[config.mk]
export PLATFORM = sky130hd
export DESIGN_NAME = nps_nco_phase_sync_control
export DESIGN_NICKNAME = d
export VERILOG_FILES = /design/src/rtl/nps_pkg.sv /design/src/rtl/nps_phase_acc.sv /design/src/rtl/nps_nco_phase_sync_control.sv
export SDC_FILE = /design/constraint.sdc
export NUM_CORES = 1
export LEC_CHECK = 0
export BUFFER_PORTS_ARGS = -buffer_cell sky130_fd_sc_hd__buf_2
export CAP_MARGIN = 0
export CORE_MARGIN = 1.5
export CORE_UTILIZATION = 38
export DETAILED_ROUTE_END_ITERATION = 8
export GPL_TIMING_DRIVEN = 0
export PLACE_DENSITY = 0.57
export SYNTH_ARGS = -nofsm -noshare
export SYNTH_HDL_FRONTEND = slang
export SYNTH_SLANG_ARGS = --single-unit
[constraint.sdc]
create_clock -name sys_clk_i -period 6.95 [get_ports sys_clk_i]
set_input_delay 0.695 -clock sys_clk_i [delete_from_list [all_inputs] [get_ports sys_clk_i]]
set_output_delay 0.695 -clock sys_clk_i [all_outputs]
set_load 0.005 [all_outputs]
[src/rtl/nps_pkg.sv]
// Package with register map, field layout, reset values and carrier types of the Nco_phase_sync_control block.
package nps_pkg;

	// Byte addresses of the register port; the divisor spans two byte locations, low byte first.
	localparam logic [15:0] NPS_ADDR_RDIV_LO = 16'h0217;
	localparam logic [15:0] NPS_ADDR_RDIV_HI = 16'h0218;
	localparam logic [15:0] NPS_ADDR_SYNC = 16'h0219;

	// Reset values.
	localparam logic [15:0] NPS_RDIV_RESET = 16'h0000;
	localparam logic [7:0] NPS_SYNC_RESET = 8'h02;

	// Field positions inside the phase sync control byte.
	localparam int NPS_SYNC_NEXT_BIT = 0;
	localparam int NPS_SYNC_ILA_BIT = 1;

	// Left-justification shift of the 16-bit phase offset into the 32-bit phase.
	localparam int NPS_PHASE_SHIFT = 16;

	// Progress of the zero-then-one arming sequence for SYSREF-based phase init.
	typedef enum logic [1:0] {
		NPS_ARM_IDLE = 2'b00,
		NPS_ARM_ZERO_SEEN = 2'b01,
		NPS_ARM_ARMED = 2'b10
	} nps_arm_e;

	// One register port request, valid for one cycle.
	typedef struct packed {
		logic wr;
		logic rd;
		logic [15:0] addr;
		logic [7:0] wdata;
	} nps_reg_req_s;

	// Active NCO preset settings supplied by the preset selection logic.
	typedef struct packed {
		logic [31:0] frequency_word;
		logic [15:0] phase_offset;
	} nps_nco_cfg_s;

endpackage

[src/rtl/nps_phase_acc.sv]
// Phase accumulator of one NCO with optional reference-divisor wrap.
`timescale 1ns/1ps

module nps_phase_acc
(
	input wire logic sys_clk_i,
	input wire logic nrst_i,
	input wire logic init_i,
	input wire logic [15:0] rdiv_i,
	input wire nps_pkg::nps_nco_cfg_s cfg_i,
	output logic [31:0] phase_o
);

	typedef struct packed {
		logic [31:0] acc;
		logic [15:0] cnt;
		logic [31:0] phase;
	} nps_acc_state_s;

	nps_acc_state_s state_reg;
	nps_acc_state_s state_next;
	logic [31:0] offset_ext;

	// The offset is left-justified so that a full 16-bit turn maps to a full 32-bit turn.
	assign offset_ext = {cfg_i.phase_offset, 16'h0000};

	// With a divisor the accumulator restarts every rdiv samples, which makes the period exact;
	// with zero it free-runs as a plain 32-bit accumulator.
	always_comb
	begin
		state_next = state_reg;
		if (init_i)
		begin
			state_next.acc = 32'h00000000;
			state_next.cnt = 16'h0000;
		end
		// Compare with >= so that a divisor lowered below the running count wraps at once
		// instead of counting through the whole 16-bit range first.
		else if (rdiv_i != 16'h0000 && state_reg.cnt >= rdiv_i - 16'h0001)
		begin
			state_next.acc = 32'h00000000;
			state_next.cnt = 16'h0000;
		end
		else
		begin
			state_next.acc = state_reg.acc + cfg_i.frequency_word;
			state_next.cnt = (rdiv_i == 16'h0000) ? 16'h0000 : state_reg.cnt + 16'h0001;
		end
		state_next.phase = state_next.acc + offset_ext;
	end

	// State register.
	always_ff @(posedge sys_clk_i or negedge nrst_i)
	begin
		if (!nrst_i)
			state_reg <= '0;
		else
			state_reg <= state_next;
	end

	assign phase_o = state_reg.phase;
endmodule

[src/rtl/nps_nco_phase_sync_control.sv]
// Reference divisor and NCO phase synchronisation control with its register port.
`timescale 1ns/1ps

// Behaviour
// - Divisor zero means the NCO runs as a plain 32-bit phase accumulator.
// - One 16-bit divisor serves every NCO preset.
// - With sync-request init set, phase inits at the boundary after SYNC~ rises.
// - SYNC~ init works in both encodings; in 64b/66b SYNC~ leaves the link alone.
// - Writing zero then one to the arm bit arms init on the next SYSREF rise.
// - After a SYSREF init, further SYSREF edges are ignored until re-armed.
// - SYSREF source pulses once or more; only the first rise inits the NCO.
// - The 16-bit phase offset is left-justified into 32 bits and added.
module nps_nco_phase_sync_control
(
	input wire logic sys_clk_i,
	input wire logic nrst_i,
	input wire nps_pkg::nps_reg_req_s reg_req_i,
	input wire logic sync_n_i,
	input wire logic sysref_i,
	input wire logic lmfc_boundary_i,
	input wire logic encoding_64b66b_i,
	input wire nps_pkg::nps_nco_cfg_s nco_cfg_i,
	output logic [7:0] reg_rdata_o,
	output logic reg_rvalid_o,
	output logic [31:0] phase_o,
	output logic phase_init_o,
	output logic sync_armed_o,
	output logic link_sync_request_o
);

	typedef struct packed {
		logic [15:0] nco_reference_divisor;
		logic phase_init_on_sync_request;
		logic phase_init_on_next_sysref;
		nps_pkg::nps_arm_e arm;
		logic armed;
		logic sync_prev;
		logic sysref_prev;
		logic sync_pending;
		logic phase_init;
		logic link_sync_request;
		logic [7:0] rdata;
		logic rvalid;
	} nps_main_state_s;

	nps_main_state_s state_reg;
	nps_main_state_s state_next;
	logic wr_sync;
	logic sync_rise;
	logic sysref_rise;
	logic init_sync;
	logic init_sysref;

	// Edge detection and the two init sources; the pins are synchronous to the clock.
	assign wr_sync = reg_req_i.wr && reg_req_i.addr == nps_pkg::NPS_ADDR_SYNC;
	assign sync_rise = sync_n_i && !state_reg.sync_prev;
	assign sysref_rise = sysref_i && !state_reg.sysref_prev;
	assign init_sync = state_reg.phase_init_on_sync_request && state_reg.sync_pending
		&& lmfc_boundary_i;
	// A rise that meets an arm-bit write is ignored, so the arm is never used twice.
	assign init_sysref = (state_reg.arm == nps_pkg::NPS_ARM_ARMED) && sysref_rise
		&& !wr_sync;

	// Next-state logic for registers, arming sequence, pending sync and read data.
	always_comb
	begin
		state_next = state_reg;
		state_next.sync_prev = sync_n_i;
		state_next.sysref_prev = sysref_i;
		state_next.rvalid = reg_req_i.rd;
		state_next.rdata = 8'h00;
		// A rise in the same cycle as a boundary waits for the next boundary, since init
		// must follow the rise; the set beats the clear.
		state_next.sync_pending = state_reg.phase_init_on_sync_request
			&& (sync_rise || (state_reg.sync_pending && !lmfc_boundary_i));
		state_next.phase_init = init_sync || init_sysref;
		// SYSREF init reaches only the NCO; the link request follows SYNC~ only in 8b/10b.
		state_next.link_sync_request = !encoding_64b66b_i && !sync_n_i;
		if (reg_req_i.wr)
		begin
			unique case (reg_req_i.addr)
				nps_pkg::NPS_ADDR_RDIV_LO:
					state_next.nco_reference_divisor[7:0] = reg_req_i.wdata;
				nps_pkg::NPS_ADDR_RDIV_HI:
					state_next.nco_reference_divisor[15:8] = reg_req_i.wdata;
				nps_pkg::NPS_ADDR_SYNC:
				begin
					state_next.phase_init_on_sync_request =
						reg_req_i.wdata[nps_pkg::NPS_SYNC_ILA_BIT];
					state_next.phase_init_on_next_sysref =
						reg_req_i.wdata[nps_pkg::NPS_SYNC_NEXT_BIT];
				end
				default:
				begin
				end
			endcase
		end
		// Arming needs an explicit zero write followed by a one write; a bare one does nothing.
		unique case (state_reg.arm)
			nps_pkg::NPS_ARM_IDLE:
			begin
				if (wr_sync && !reg_req_i.wdata[nps_pkg::NPS_SYNC_NEXT_BIT])
					state_next.arm = nps_pkg::NPS_ARM_ZERO_SEEN;
			end
			nps_pkg::NPS_ARM_ZERO_SEEN:
			begin
				if (wr_sync && reg_req_i.wdata[nps_pkg::NPS_SYNC_NEXT_BIT])
					state_next.arm = nps_pkg::NPS_ARM_ARMED;
			end
			nps_pkg::NPS_ARM_ARMED:
			begin
				// A one written in the consuming cycle keeps the arm: set wins over clear.
				if (wr_sync && !reg_req_i.wdata[nps_pkg::NPS_SYNC_NEXT_BIT])
					state_next.arm = nps_pkg::NPS_ARM_ZERO_SEEN;
				else if (sysref_rise && !wr_sync)
					state_next.arm = nps_pkg::NPS_ARM_IDLE;
			end
			default:
				state_next.arm = nps_pkg::NPS_ARM_IDLE;
		endcase
		// The armed flag is kept in its own flop so the output needs no decode.
		state_next.armed = (state_next.arm == nps_pkg::NPS_ARM_ARMED);
		// Reads return the stored value; reserved bits and unmapped addresses read zero.
		if (reg_req_i.rd)
		begin
			unique case (reg_req_i.addr)
				nps_pkg::NPS_ADDR_RDIV_LO:
					state_next.rdata = state_reg.nco_reference_divisor[7:0];
				nps_pkg::NPS_ADDR_RDIV_HI:
					state_next.rdata = state_reg.nco_reference_divisor[15:8];
				nps_pkg::NPS_ADDR_SYNC:
					state_next.rdata = {6'h00, state_reg.phase_init_on_sync_request,
						state_reg.phase_init_on_next_sysref};
				default:
					state_next.rdata = 8'h00;
			endcase
		end
	end

	// State register; reset leaves the arming sequence idle.
	always_ff @(posedge sys_clk_i or negedge nrst_i)
	begin
		if (!nrst_i)
		begin
			state_reg <= '0;
			state_reg.nco_reference_divisor <= nps_pkg::NPS_RDIV_RESET;
			state_reg.phase_init_on_sync_request <= nps_pkg::NPS_SYNC_RESET[1];
			state_reg.phase_init_on_next_sysref <= nps_pkg::NPS_SYNC_RESET[0];
			state_reg.arm <= nps_pkg::NPS_ARM_IDLE;
			state_reg.sync_prev <= 1'b1;
		end
		else
			state_reg <= state_next;
	end

	// The accumulator sees one divisor regardless of the preset selected upstream.
	nps_phase_acc u_acc
	(
		.sys_clk_i(sys_clk_i),
		.nrst_i(nrst_i),
		.init_i(state_reg.phase_init),
		.rdiv_i(state_reg.nco_reference_divisor),
		.cfg_i(nco_cfg_i),
		.phase_o(phase_o)
	);

	assign reg_rdata_o = state_reg.rdata;
	assign reg_rvalid_o = state_reg.rvalid;
	assign phase_init_o = state_reg.phase_init;
	assign sync_armed_o = state_reg.armed;
	assign link_sync_request_o = state_reg.link_sync_request;
endmodule

After elaboration in Yosys (flattened, before gate mapping)

Index checks and enable logic that the tools add are counted.
Widths: inputs -> output; s select.

Flip-flop bits (word level): 115
Bits of input ports: 80
Output and inout bits: 44
Word-level logic and storage cells: 66

$add $sub $neg: 4
Order comparisons: 1
Equal/unequal tests: 6
Multiplexer cells: 10
Reductions and logical operators: 29

Operators with widths:

| kind                  | count |
|---|---|
| $mux 48               | 2 |
| $add 32x32->32        | 2 |
| $eq 16x10->1 const B  | 3 |
| $pmux 8 s3            | 1 |
| $add 16x1->16 const B | 1 |
| $ge 16x16->1          | 1 |
| $logic_not 16->1      | 1 |
| $mux 16               | 1 |
| $reduce_bool 16->1    | 1 |
| $sub 16x1->16 const B | 1 |
| $logic_and 1x1->1     | 14 |
| $mux 2                | 4 |
| $mux 8                | 1 |
| $logic_not 1->1       | 7 |
| $pmux 2 s3            | 1 |
| $reduce_and 2->1      | 3 |
| $eq 2x2->1 const B    | 2 |
| $eq 2x1->1 const B    | 1 |
| $logic_not 2->1       | 1 |
| $logic_or 1x1->1      | 2 |

Logic depth before layout (Yosys ltp)

Gate-level depths: netlist (run 1).

Depth after elaboration: 8
Mapped depth: 25
Mapped depth without buffers: 24

Cells and area by module

From an unflattened synthesis (run 1), not the netlist that was laid out.

Cells, all modules: 731
Area, all modules: 7066.8 um^2

By module, submodules not included:

| module                     | times used | cells each | area an instance (um^2) | seq. area each (um^2) |
|---|---|---|---|---|
| nps_phase_acc              | 1          | 617        | 5432.7                  | 1601.5 |
| nps_nco_phase_sync_control | 1          | 114        | 1634.1                  | 878.3 |

Worst setup path after synthesis (run 1)

Ideal clock, no wire load.

Path type: reg2reg
From: register state_reg[24] in the netlist's numbering
To: register u_acc.state_reg (netlist bit u_acc.phase_o[31])
Setup time: 134 ps
Arrival time: 5061 ps
Data required time: 6816 ps
Path slack: 1756 ps
Stages on the path, launching flop included: 22
Path buffers: 2
Period minus slack after synthesis: 5194 ps
Cells stage by stage: dfrtp_1 or4_4 or2_4 nor4_1 xnor2_1 ha_1 or4_1 a21oi_1 a31o_2 a21oi_2 buf_6 clkbuf_1 nor2_1 ha_1 o21ai_0 o21bai_1 or3_1 a2111oi_1 a21oi_1 a211o_1 a21oi_1 xnor3_1

RTL lines:

| what                     | line                              | RTL |
|---|---|---|
| start: declaration       | nps_nco_phase_sync_control.sv:46  | `nps_main_state_s state_reg;` |
| start signal: assignment | nps_nco_phase_sync_control.sv:153 | `state_reg <= state_next;` |
| end signal: assignment   | nps_phase_acc.sv:58               | `state_reg <= state_next;` |
| end: declaration         | nps_phase_acc.sv:20               | `nps_acc_state_s state_reg;` |

==> results of run 1 <==
logic make-up after synthesis:
| family | count (synthesis) | share of synthesized area (%) |
|---|---|---|
| AO/OA/AOI/OAI | 145 | 14.0 |
| XOR/XNOR | 66 | 9.12 |
| adder cells (fa/ha/maj) | 66 | 13.0 |
| buffers and inverters | 65 | 6.21 |
| flip-flops | 99 | 38.2 |
| multiplexers | 19 | 3.26 |
| AND/OR/NAND/NOR | 216 | 16.2 |
cell usage after synthesis, types with 17 or more instances:
| library cell | number | area, um^2 |
|---|---|---|
| a21oi_1 | 43 | 215 |
| mux2_2 | 17 | 191 |
| ha_1 | 64 | 801 |
| nand3_1 | 17 | 85.1 |
| nor3_1 | 17 | 85.1 |
| nor2_1 | 70 | 263 |
| buf_4 | 40 | 300 |
| o21ai_0 | 32 | 160 |
| dfrtp_1 | 97 | 2430 |
| nand2_1 | 48 | 180 |
| inv_1 | 18 | 67.6 |
| xor2_1 | 26 | 228 |
| xnor2_1 | 39 | 342 |
layout make-up:
type	instances	area [um^2]
Clock buffer	9	225
Buffer	47	335
Multi-Input combinational cell	512	3610
Timing Repair Buffer	124	646
Clock inverter	7	88.8
Inverter	18	67.6
Sequential cell	99	2480
Fill cell	1612	8920
Tap cell	220	275
per-layer routing:
layer  vias to the layer above  share of wire [%]  GRT usage (%)
met4                         2                1.7           4.95
met5                         -              0.086              0
met3                        24                4.6           4.30
met2                       118                 48           30.3
li1                       2649                  -              -
met1                      2484                 45           21.4
worst max-delay path by stage:
stage	endpoint	slack [ns]	cells after the start
final	u_acc.phase_o[31]	0.74	22
after global routing	u_acc.phase_o[31]	0.29	22
after CTS	u_acc.phase_o[31]	0.72	22
after detailed placement	u_acc.phase_o[31]	0.78	22
after global placement	u_acc.phase_o[31]	0.76	22
after floorplan	u_acc.phase_o[31]	1.76	21
critical path, stage by stage (launching register included):
cell,delay (ns)
dfrtp_1,0.46
or4_4,0.57
or2_4,0.26
nor2_1,0.12
xnor2_1,0.10
ha_1,0.31
nand3_1,0.10
nor3_1,0.20
o31ai_1,0.13
a31o_2,0.28
a21oi_2,0.22
buf_6,0.20
clkbuf_1,0.47
nor2_1,0.15
ha_1,0.34
o21ai_0,0.10
o21bai_1,0.10
or3_1,0.37
a2111oi_1,0.64
a21oi_1,0.25
a211o_1,0.32
a21oi_1,0.16
xnor3_1,0.22
report_power, final:
| group | internal [mW] | switching, mW | leakage [nW] | total, mW |
|---|---|---|---|---|
| Sequential | 0.754 | 0.0579 | 1.25 | 0.812 |
| Combinational | 0.913 | 1.04 | 2.43 | 1.95 |
| Clock | 0.290 | 0.250 | 0.152 | 0.540 |
==> flow_metrics.py, run 1 <==
metrics = {
    "finish": {
        "postLayoutCoreUtil_pct": 46.4,
        "fin_area_um2": 7720,
        "layout_common_cells": "123 x buf_2, 97 x dfrtp_1, 70 x nor2_1",
        "final_cells": 1036,
        "final_common_cell": "buf_2",
        "antenna_cells": 0,
        "final_nets": 957,
        "largest_reg_flops": 48,
        "syn_to_final_growth_pct": 19.0,
        "drive_gt1_share_pct": 25.9,
    },
    "logic_synthesis": {
        "synth-edff-count": 0,
        "ys_warn_count": 0,
        "ys_seq_elements": 99,
        "post_synth_num_cell_types": 58,
        "seq_area_frac_synth_pct": 38.2,
        "synth_area_um2": 6490,
        "synth-async-reset-ratio_pct": 100,
        "netlist_instances": 676,
        "avgSynthCellArea_um2": 9.60,
        "ys.flop_type": "dfrtp_1",
        "syn-num-nets": 822,
    },
    "die": {
        "chipHeight_um": 134,
        "core-area_um2": 16600,
        "dieArea_um2": 17900,
        "die_x_um": 134,
        "rows": 47,
        "start_util_pct": 39.0,
        "io_pins": 124,
    },
    "setup_path": {
        "r2r-start": "state_reg[24]",
        "critPathLaunchType": "register",
        "reg2regPathDepth": 22,
        "path_max_fanout": 10,
        "endpoint_kind": "register",
        "r2r_end": "u_acc.phase_o[31]",
        "worstSetupPathType": "register to register",
        "cp.arrival_ns": 6.44,
        "crit_start": "state_reg[24]",
        "reg2reg_slack_ns": 0.74,
        "worstPathRequired_ns": 7.18,
    },
    "clock_tree": {
        "clock_latency_ns": 0.36,
        "cts_hold_buf": 0,
        "cts_buffers": 9,
        "h-tree-depth": 3,
        "root_buffer": "clkbuf_16",
        "ctsResizeCount": 0,
        "cts_buffer_depth": 2,
        "cts_tree": "built",
        "path_clk_slew_ns": 0.07,
        "cts.sinks": 99,
        "post-cts-setup-buffers": 0,
    },
    "drt": {
        "wl_per_cell_um": 14.6,
        "drt-pass1-iter-count": 4,
        "via_count": 5277,
        "drt-total-wl_mm": 15.1,
        "vias_per_cell": 5.09,
        "drt-initial-drc-count": 185,
        "drcViolationCount": 0,
        "drtAntennaViolNets": 0,
    },
    "sta": {
        "finalHoldViolCount": 0,
        "timing.final.crit_share_pct": 89.4,
        "fin_ws_ns": 0.739,
        "max_freq_mhz": 161,
        "clock_skew_ns": 0.0131,
        "maxSlewViolCount": 0,
        "relSlewSlack_pct": 54.3,
        "setup_viol": 0,
        "fin_crit_ns": 6.21,
        "rsz0062_at_grt": "false",
        "tightest_slew_ns": 0.668,
        "holdWs_ns": 0.336,
        "fin_setup_tns_ns": 0,
    },
    "power": {
        "power.leakage_nw": 3.83,
        "irDropWorstVdd_uv": 297,
        "p_per_area_nw_per_um2": 428,
        "power_mw": 3.30,
    },
    "place": {
        "dpl.cell_count": 1020,
        "numPortBuffers": 123,
        "post-dp-hpwl_mm": 11.7,
        "placed_area_um2": 7410,
        "pre_cts_ws_ns": 0.782,
        "place.gp.congestion": 0.830,
    },
    "global_routing": {
        "grt_start_max_net_pins": 58,
        "grt_pass1_vias": 5309,
        "overflow": 0,
        "grt_use_total_pct": 17.4,
        "antenna_found_initial": 1,
        "grt_pass1_wl_mm": 25.0,
    },
    "run": {
        "maxCapViolations": 0,
    },
    "outcome": {
        "run_status": "finished clean",
    },
    "min_path": {
        "hp-class": "input port to asynchronous set/reset pin",
    },
}
(Power assumes the default switching activity.)
==> inputs of run 2 (changes only) <==
Settings changed: PLACE_DENSITY 0.57 to 0.65.
==> run 2 against run 1 <==
Global-route usage shrank 0.41 points. Power is 0.51% lower. Clock skew rose by 0.0015 ns. Utilization increased by 0.075 points. Final cell count is essentially flat. Clock power up 3%. Worst setup slack gained 0.096 ns. Die area did not move. First-iteration DRC count is 28% lower. Largest cell class unchanged. Highest routed layer unchanged.
==> flow_metrics.py, run 2 (same netlist as run 1, synthesis figures left out) <==
metrics = {
    "place": {
        "numPortBuffers": 123,
        "placed_area_um2": 7410,
        "pre_cts_ws_ns": 0.830,
        "place.gp.congestion": 0.825,
        "post-dp-hpwl_mm": 11.4,
    },
    "drt": {
        "vias_per_cell": 5.03,
        "wl_per_cell_um": 14.0,
        "drcViolationCount": 0,
        "drt-total-wl_mm": 14.5,
        "via_count": 5211,
        "drtAntennaViolNets": 0,
        "drt-initial-drc-count": 134,
        "drt-pass1-iter-count": 4,
    },
    "clock_tree": {
        "clock_latency_ns": 0.35,
        "cts_buffers": 9,
        "ctsResizeCount": 0,
        "cts_hold_buf": 0,
        "cts_buffer_depth": 2,
        "cts_tree": "built",
        "root_buffer": "clkbuf_16",
        "post-cts-setup-buffers": 0,
        "path_clk_slew_ns": 0.07,
        "h-tree-depth": 3,
        "cts.sinks": 99,
    },
    "setup_path": {
        "endpoint_kind": "register",
        "reg2regPathDepth": 22,
        "worstSetupPathType": "register to register",
        "critPathLaunchType": "register",
        "critPathBufInv": 2,
        "r2r_end": "u_acc.phase_o[31]",
        "path_cells": "or4_4 -> or2_4 -> nor2_1 -> xnor2_1 -> ha_1 -> nand3_1 -> nor3_1 -> o31ai_1 -> a31o_2 -> a21oi_2 -> buf_6 -> clkbuf_1 -> nor2_1 -> ha_1 -> o21ai_0 -> o21bai_1 -> or3_1 -> a2111oi_1 -> a21oi_1 -> a211o_1 -> a21oi_1 -> xnor3_1",
        "r2r-start": "state_reg[24]",
        "path_max_fanout": 10,
        "critPathMaxStageDelay_ns": 0.59,
        "cp_top_family": "compound AO/OA/AOI/OAI gates",
        "cp.arrival_ns": 6.34,
        "critPathSlowestCell": "a2111oi_1",
        "reg2reg_slack_ns": 0.83,
        "worstPathRequired_ns": 7.17,
    },
    "die": {
        "start_util_pct": 39.0,
        "die_x_um": 134,
        "core-area_um2": 16600,
        "rows": 47,
        "io_pins": 124,
        "dieArea_um2": 17900,
        "chipHeight_um": 134,
    },
    "global_routing": {
        "grt_pass1_vias": 5223,
        "grt_use_total_pct": 17.0,
        "grt_pass1_wl_mm": 24.3,
        "antenna_found_initial": 2,
        "grt_start_max_net_pins": 55,
        "overflow": 0,
    },
    "finish": {
        "syn_to_final_growth_pct": 19.2,
        "largest_reg_flops": 48,
        "layout_common_cells": "123 x buf_2, 97 x dfrtp_1, 70 x nor2_1",
        "final_common_cell": "buf_2",
        "register_area_um2": 2480,
        "fin_area_um2": 7740,
        "drive_gt1_share_pct": 25.7,
        "multi_input_area_um2": 3610,
        "fill_cells": 1620,
        "final_nets": 957,
    },
    "sta": {
        "maxSlewViolCount": 0,
        "tightest_slew_ns": 0.787,
        "setup_viol": 0,
        "finalHoldViolCount": 0,
        "max_freq_mhz": 164,
        "rsz0062_at_grt": "false",
        "fin_ws_ns": 0.834,
        "timing.final.crit_share_pct": 88.0,
        "clock_skew_ns": 0.0146,
        "fin_crit_ns": 6.12,
        "fin_setup_tns_ns": 0,
        "relSlewSlack_pct": 46.2,
    },
    "power": {
        "power.leakage_nw": 3.84,
        "irDropWorstVdd_uv": 353,
        "p_per_area_nw_per_um2": 425,
    },
    "outcome": {
        "run_status": "finished clean",
    },
    "min_path": {
        "hp-class": "input port to asynchronous set/reset pin",
    },
    "run": {
        "maxCapViolations": 0,
    },
}
==> run 2: cell count changes in the layout (fill, tap and decap cells not counted), sizes merged <==
cell and delta:
inv -2, bufinv +1, clkbuf +1, clkinv +1, clkinvlp -1, diode +1
==> run 2: cell type report <==
type	count	area share, %
clock buffers	10	2.96
diodes	1	0.0323
repair buffers	124	8.34
clock inverters	6	1.23
flip-flops and latches	99	32.1
multi-input cells	512	46.6
inverters	18	0.873
plain buffers	47	4.33
well taps	220	3.56
==> run 2: worst register-to-register path: stages (launching register included) <==
cell,delay (ns)
dfrtp_1,0.46
or4_4,0.57
or2_4,0.26
nor2_1,0.11
xnor2_1,0.09
ha_1,0.32
nand3_1,0.10
nor3_1,0.20
o31ai_1,0.11
a31o_2,0.27
a21oi_2,0.25
buf_6,0.20
clkbuf_1,0.44
nor2_1,0.15
ha_1,0.35
o21ai_0,0.09
o21bai_1,0.10
or3_1,0.37
a2111oi_1,0.59
a21oi_1,0.25
a211o_1,0.31
a21oi_1,0.17
xnor3_1,0.22
==> run 2: per-stage QoR <==
| stage | utilization (%) | power (mW) | hold slack (ns) | instances |
|---|---|---|---|---|
| global route | 46.5 | 3.60 | 0.394 | 1036 |
| floorplan | - | 2.31 | 0.399 | 676 |
| detailed placement | 44.5 | 2.75 | 0.515 | 1020 |
| global placement | 44.4 | 2.72 | 0.509 | 1019 |
| finish | 46.5 | 3.29 | 0.350 | 1037 |
| CTS | 46.5 | 3.32 | 0.369 | 1036 |
==> run 2: how the worst max path moves through the flow <==
stage	startpoint	endpoint	slack, ns	cells after the start
global route	state_reg[24]	u_acc.phase_o[31]	0.37	22
floorplan	state_reg[24]	u_acc.phase_o[31]	1.76	21
global placement	state_reg[24]	u_acc.phase_o[31]	0.82	22
CTS	state_reg[24]	u_acc.phase_o[31]	0.77	22
detailed placement	state_reg[24]	u_acc.phase_o[31]	0.83	22
finish	state_reg[24]	u_acc.phase_o[31]	0.83	22
==> run 2: per-layer routing <==
layer	GRT usage, %	share of wire, %
met2	28.6	47
met1	21.5	46
met5	0	0.10
met4	4.41	1.2
met3	4.87	5.5
==> run 2: power breakdown <==
part	internal [mW]	switching, mW	total (mW)
clock	0.321	0.234	0.555
combinational	0.912	1.01	1.92
sequential	0.754	0.0573	0.811
total	1.99	1.30	3.29
==> inputs of run 3 (changes only) <==
Settings changed: CORE_ASPECT_RATIO set to 0.8, HOLD_SLACK_MARGIN set to 0.08.
==> run 3 against run 2 <==
Worst setup slack improved by 0.096 ns. First-iteration DRC count rose by 110%. Combinational power about the same.
==> flow_metrics.py, run 3 (same netlist as run 1, synthesis figures left out) <==
metrics = {
    "clock_tree": {
        "cts_tree": "built",
        "clock_latency_ns": 0.36,
        "root_buffer": "clkbuf_16",
        "cts_buffer_depth": 2,
        "cts.sinks": 99,
        "cts_hold_buf": 0,
        "path_clk_slew_ns": 0.08,
        "h-tree-depth": 3,
        "ctsResizeCount": 0,
        "cts_buffers": 9,
        "post-cts-setup-buffers": 0,
    },
    "finish": {
        "antenna_cells": 0,
        "layout_common_cells": "123 x buf_2, 97 x dfrtp_1, 70 x nor2_1",
        "largest_reg_flops": 48,
        "final_nets": 957,
        "final_common_cell": "buf_2",
        "drive_gt1_share_pct": 25.9,
        "postLayoutCoreUtil_pct": 46.5,
        "syn_to_final_growth_pct": 19.0,
    },
    "die": {
        "dieArea_um2": 17900,
        "chipHeight_um": 120,
        "rows": 42,
        "io_pins": 124,
        "die_x_um": 149,
        "core-area_um2": 16600,
        "start_util_pct": 39.1,
    },
    "sta": {
        "finalHoldViolCount": 0,
        "setup_viol": 0,
        "timing.final.crit_share_pct": 86.6,
        "relSlewSlack_pct": 53.9,
        "tightest_slew_ns": 0.682,
        "clock_skew_ns": 0.0126,
        "rsz0062_at_grt": "false",
        "holdWs_ns": 0.284,
        "max_freq_mhz": 166,
        "fin_crit_ns": 6.02,
        "fin_setup_tns_ns": 0,
        "maxSlewViolCount": 0,
    },
    "global_routing": {
        "antenna_found_initial": 1,
        "grt_use_total_pct": 17.0,
        "grt_pass1_vias": 4791,
        "overflow": 0,
        "grt_start_max_net_pins": 67,
        "grt_pass1_wl_mm": 23.8,
    },
    "setup_path": {
        "cp.arrival_ns": 6.25,
        "path_max_fanout": 10,
        "worstPathRequired_ns": 7.18,
        "r2r-start": "state_reg[24]",
        "path_cells": "or4_4 -> or2_4 -> nor2_1 -> xnor2_1 -> ha_1 -> nand3_1 -> nor3_1 -> o31ai_1 -> a31o_2 -> a21oi_2 -> buf_6 -> clkbuf_1 -> nor2_1 -> ha_1 -> o21ai_0 -> o21bai_1 -> or3_1 -> a2111oi_1 -> a21oi_1 -> a211o_1 -> a21oi_1 -> xnor3_1",
        "reg2reg_slack_ns": 0.93,
        "r2r_end": "u_acc.phase_o[31]",
        "endpoint_kind": "register",
        "worstSetupPathType": "register to register",
        "critPathSlowestCell": "or4_4",
        "reg2regPathDepth": 22,
        "critPathMaxStageDelay_ns": 0.57,
        "critPathLaunchType": "register",
    },
    "power": {
        "p_per_area_nw_per_um2": 424,
        "power.leakage_nw": 3.83,
        "irDropWorstVdd_uv": 269,
    },
    "drt": {
        "vias_per_cell": 4.94,
        "drcViolationCount": 0,
        "wl_per_cell_um": 14.0,
        "drtAntennaViolNets": 0,
        "drt-total-wl_mm": 14.5,
        "drt-pass1-iter-count": 5,
        "via_count": 5122,
        "drt-initial-drc-count": 276,
    },
    "outcome": {
        "run_status": "finished clean",
    },
    "place": {
        "post-dp-hpwl_mm": 11.2,
        "numPortBuffers": 123,
        "place.gp.congestion": 0.835,
    },
    "run": {
        "maxCapViolations": 0,
    },
    "min_path": {
        "hp-class": "input port to asynchronous set/reset pin",
    },
}
run 3: cell type report:
cell class / count / area [um^2]
buffer: 47 / 335
clock buffer: 9 / 225
clock inverter: 7 / 88.8
fill: 1620 / 8880
inverter: 18 / 67.6
multi-input combinational: 512 / 3610
sequential: 99 / 2480
tap: 220 / 275
timing repair buffer: 124 / 646
run 3: where the power goes:
part,internal (mW),total (mW),switching [mW]
clock,0.260,0.520,0.260
combinational,0.913,1.94,1.03
sequential,0.754,0.813,0.0590
run 3: worst max-delay path by stage:
stage,start,endpoint,slack (ns),cells past startpoint
CTS,state_reg[24],u_acc.phase_o[31],0.87,22
global placement,state_reg[24],u_acc.phase_o[31],0.94,22
detailed placement,state_reg[24],u_acc.phase_o[31],0.93,22
global route,state_reg[24],u_acc.phase_o[31],0.55,22
floorplan,state_reg[24],u_acc.phase_o[31],1.76,21
finish,state_reg[24],u_acc.phase_o[31],0.93,22
run 3: stage by stage:
step / setup WS [ns] / cell area [um^2] / instances / power (mW)
final: 0.930 / 7720 / 1036 / 3.28
after global routing: 0.550 / 7720 / 1036 / 3.57
after CTS: 0.874 / 7720 / 1036 / 3.29
after detailed placement: 0.933 / 7410 / 1020 / 2.74
after global placement: 0.936 / 7380 / 1019 / 2.72
after floorplan: 1.76 / 6490 / 676 / 2.31
run 3: worst max-delay path, delay by kind of cell (launching register included):
kind	cells	cell delay [ns]
adders and majority gates	2	0.65
and+or+nand+nor	7	1.78
AOI/OAI and AO/OA	9	2.00
xor gates and xnor gates	2	0.32
buffers and inverters	2	0.65
DFF	1	0.47
run 3: layer usage:
metal / share of wire (%) / up-vias / global-route usage, %
met5: 0.048 / - / 0
met4: 1.1 / 2 / 5.01
met3: 4.7 / 12 / 3.31
met2: 40 / 127 / 24.0
met1: 54 / 2336 / 25.9
li1: - / 2645 / -
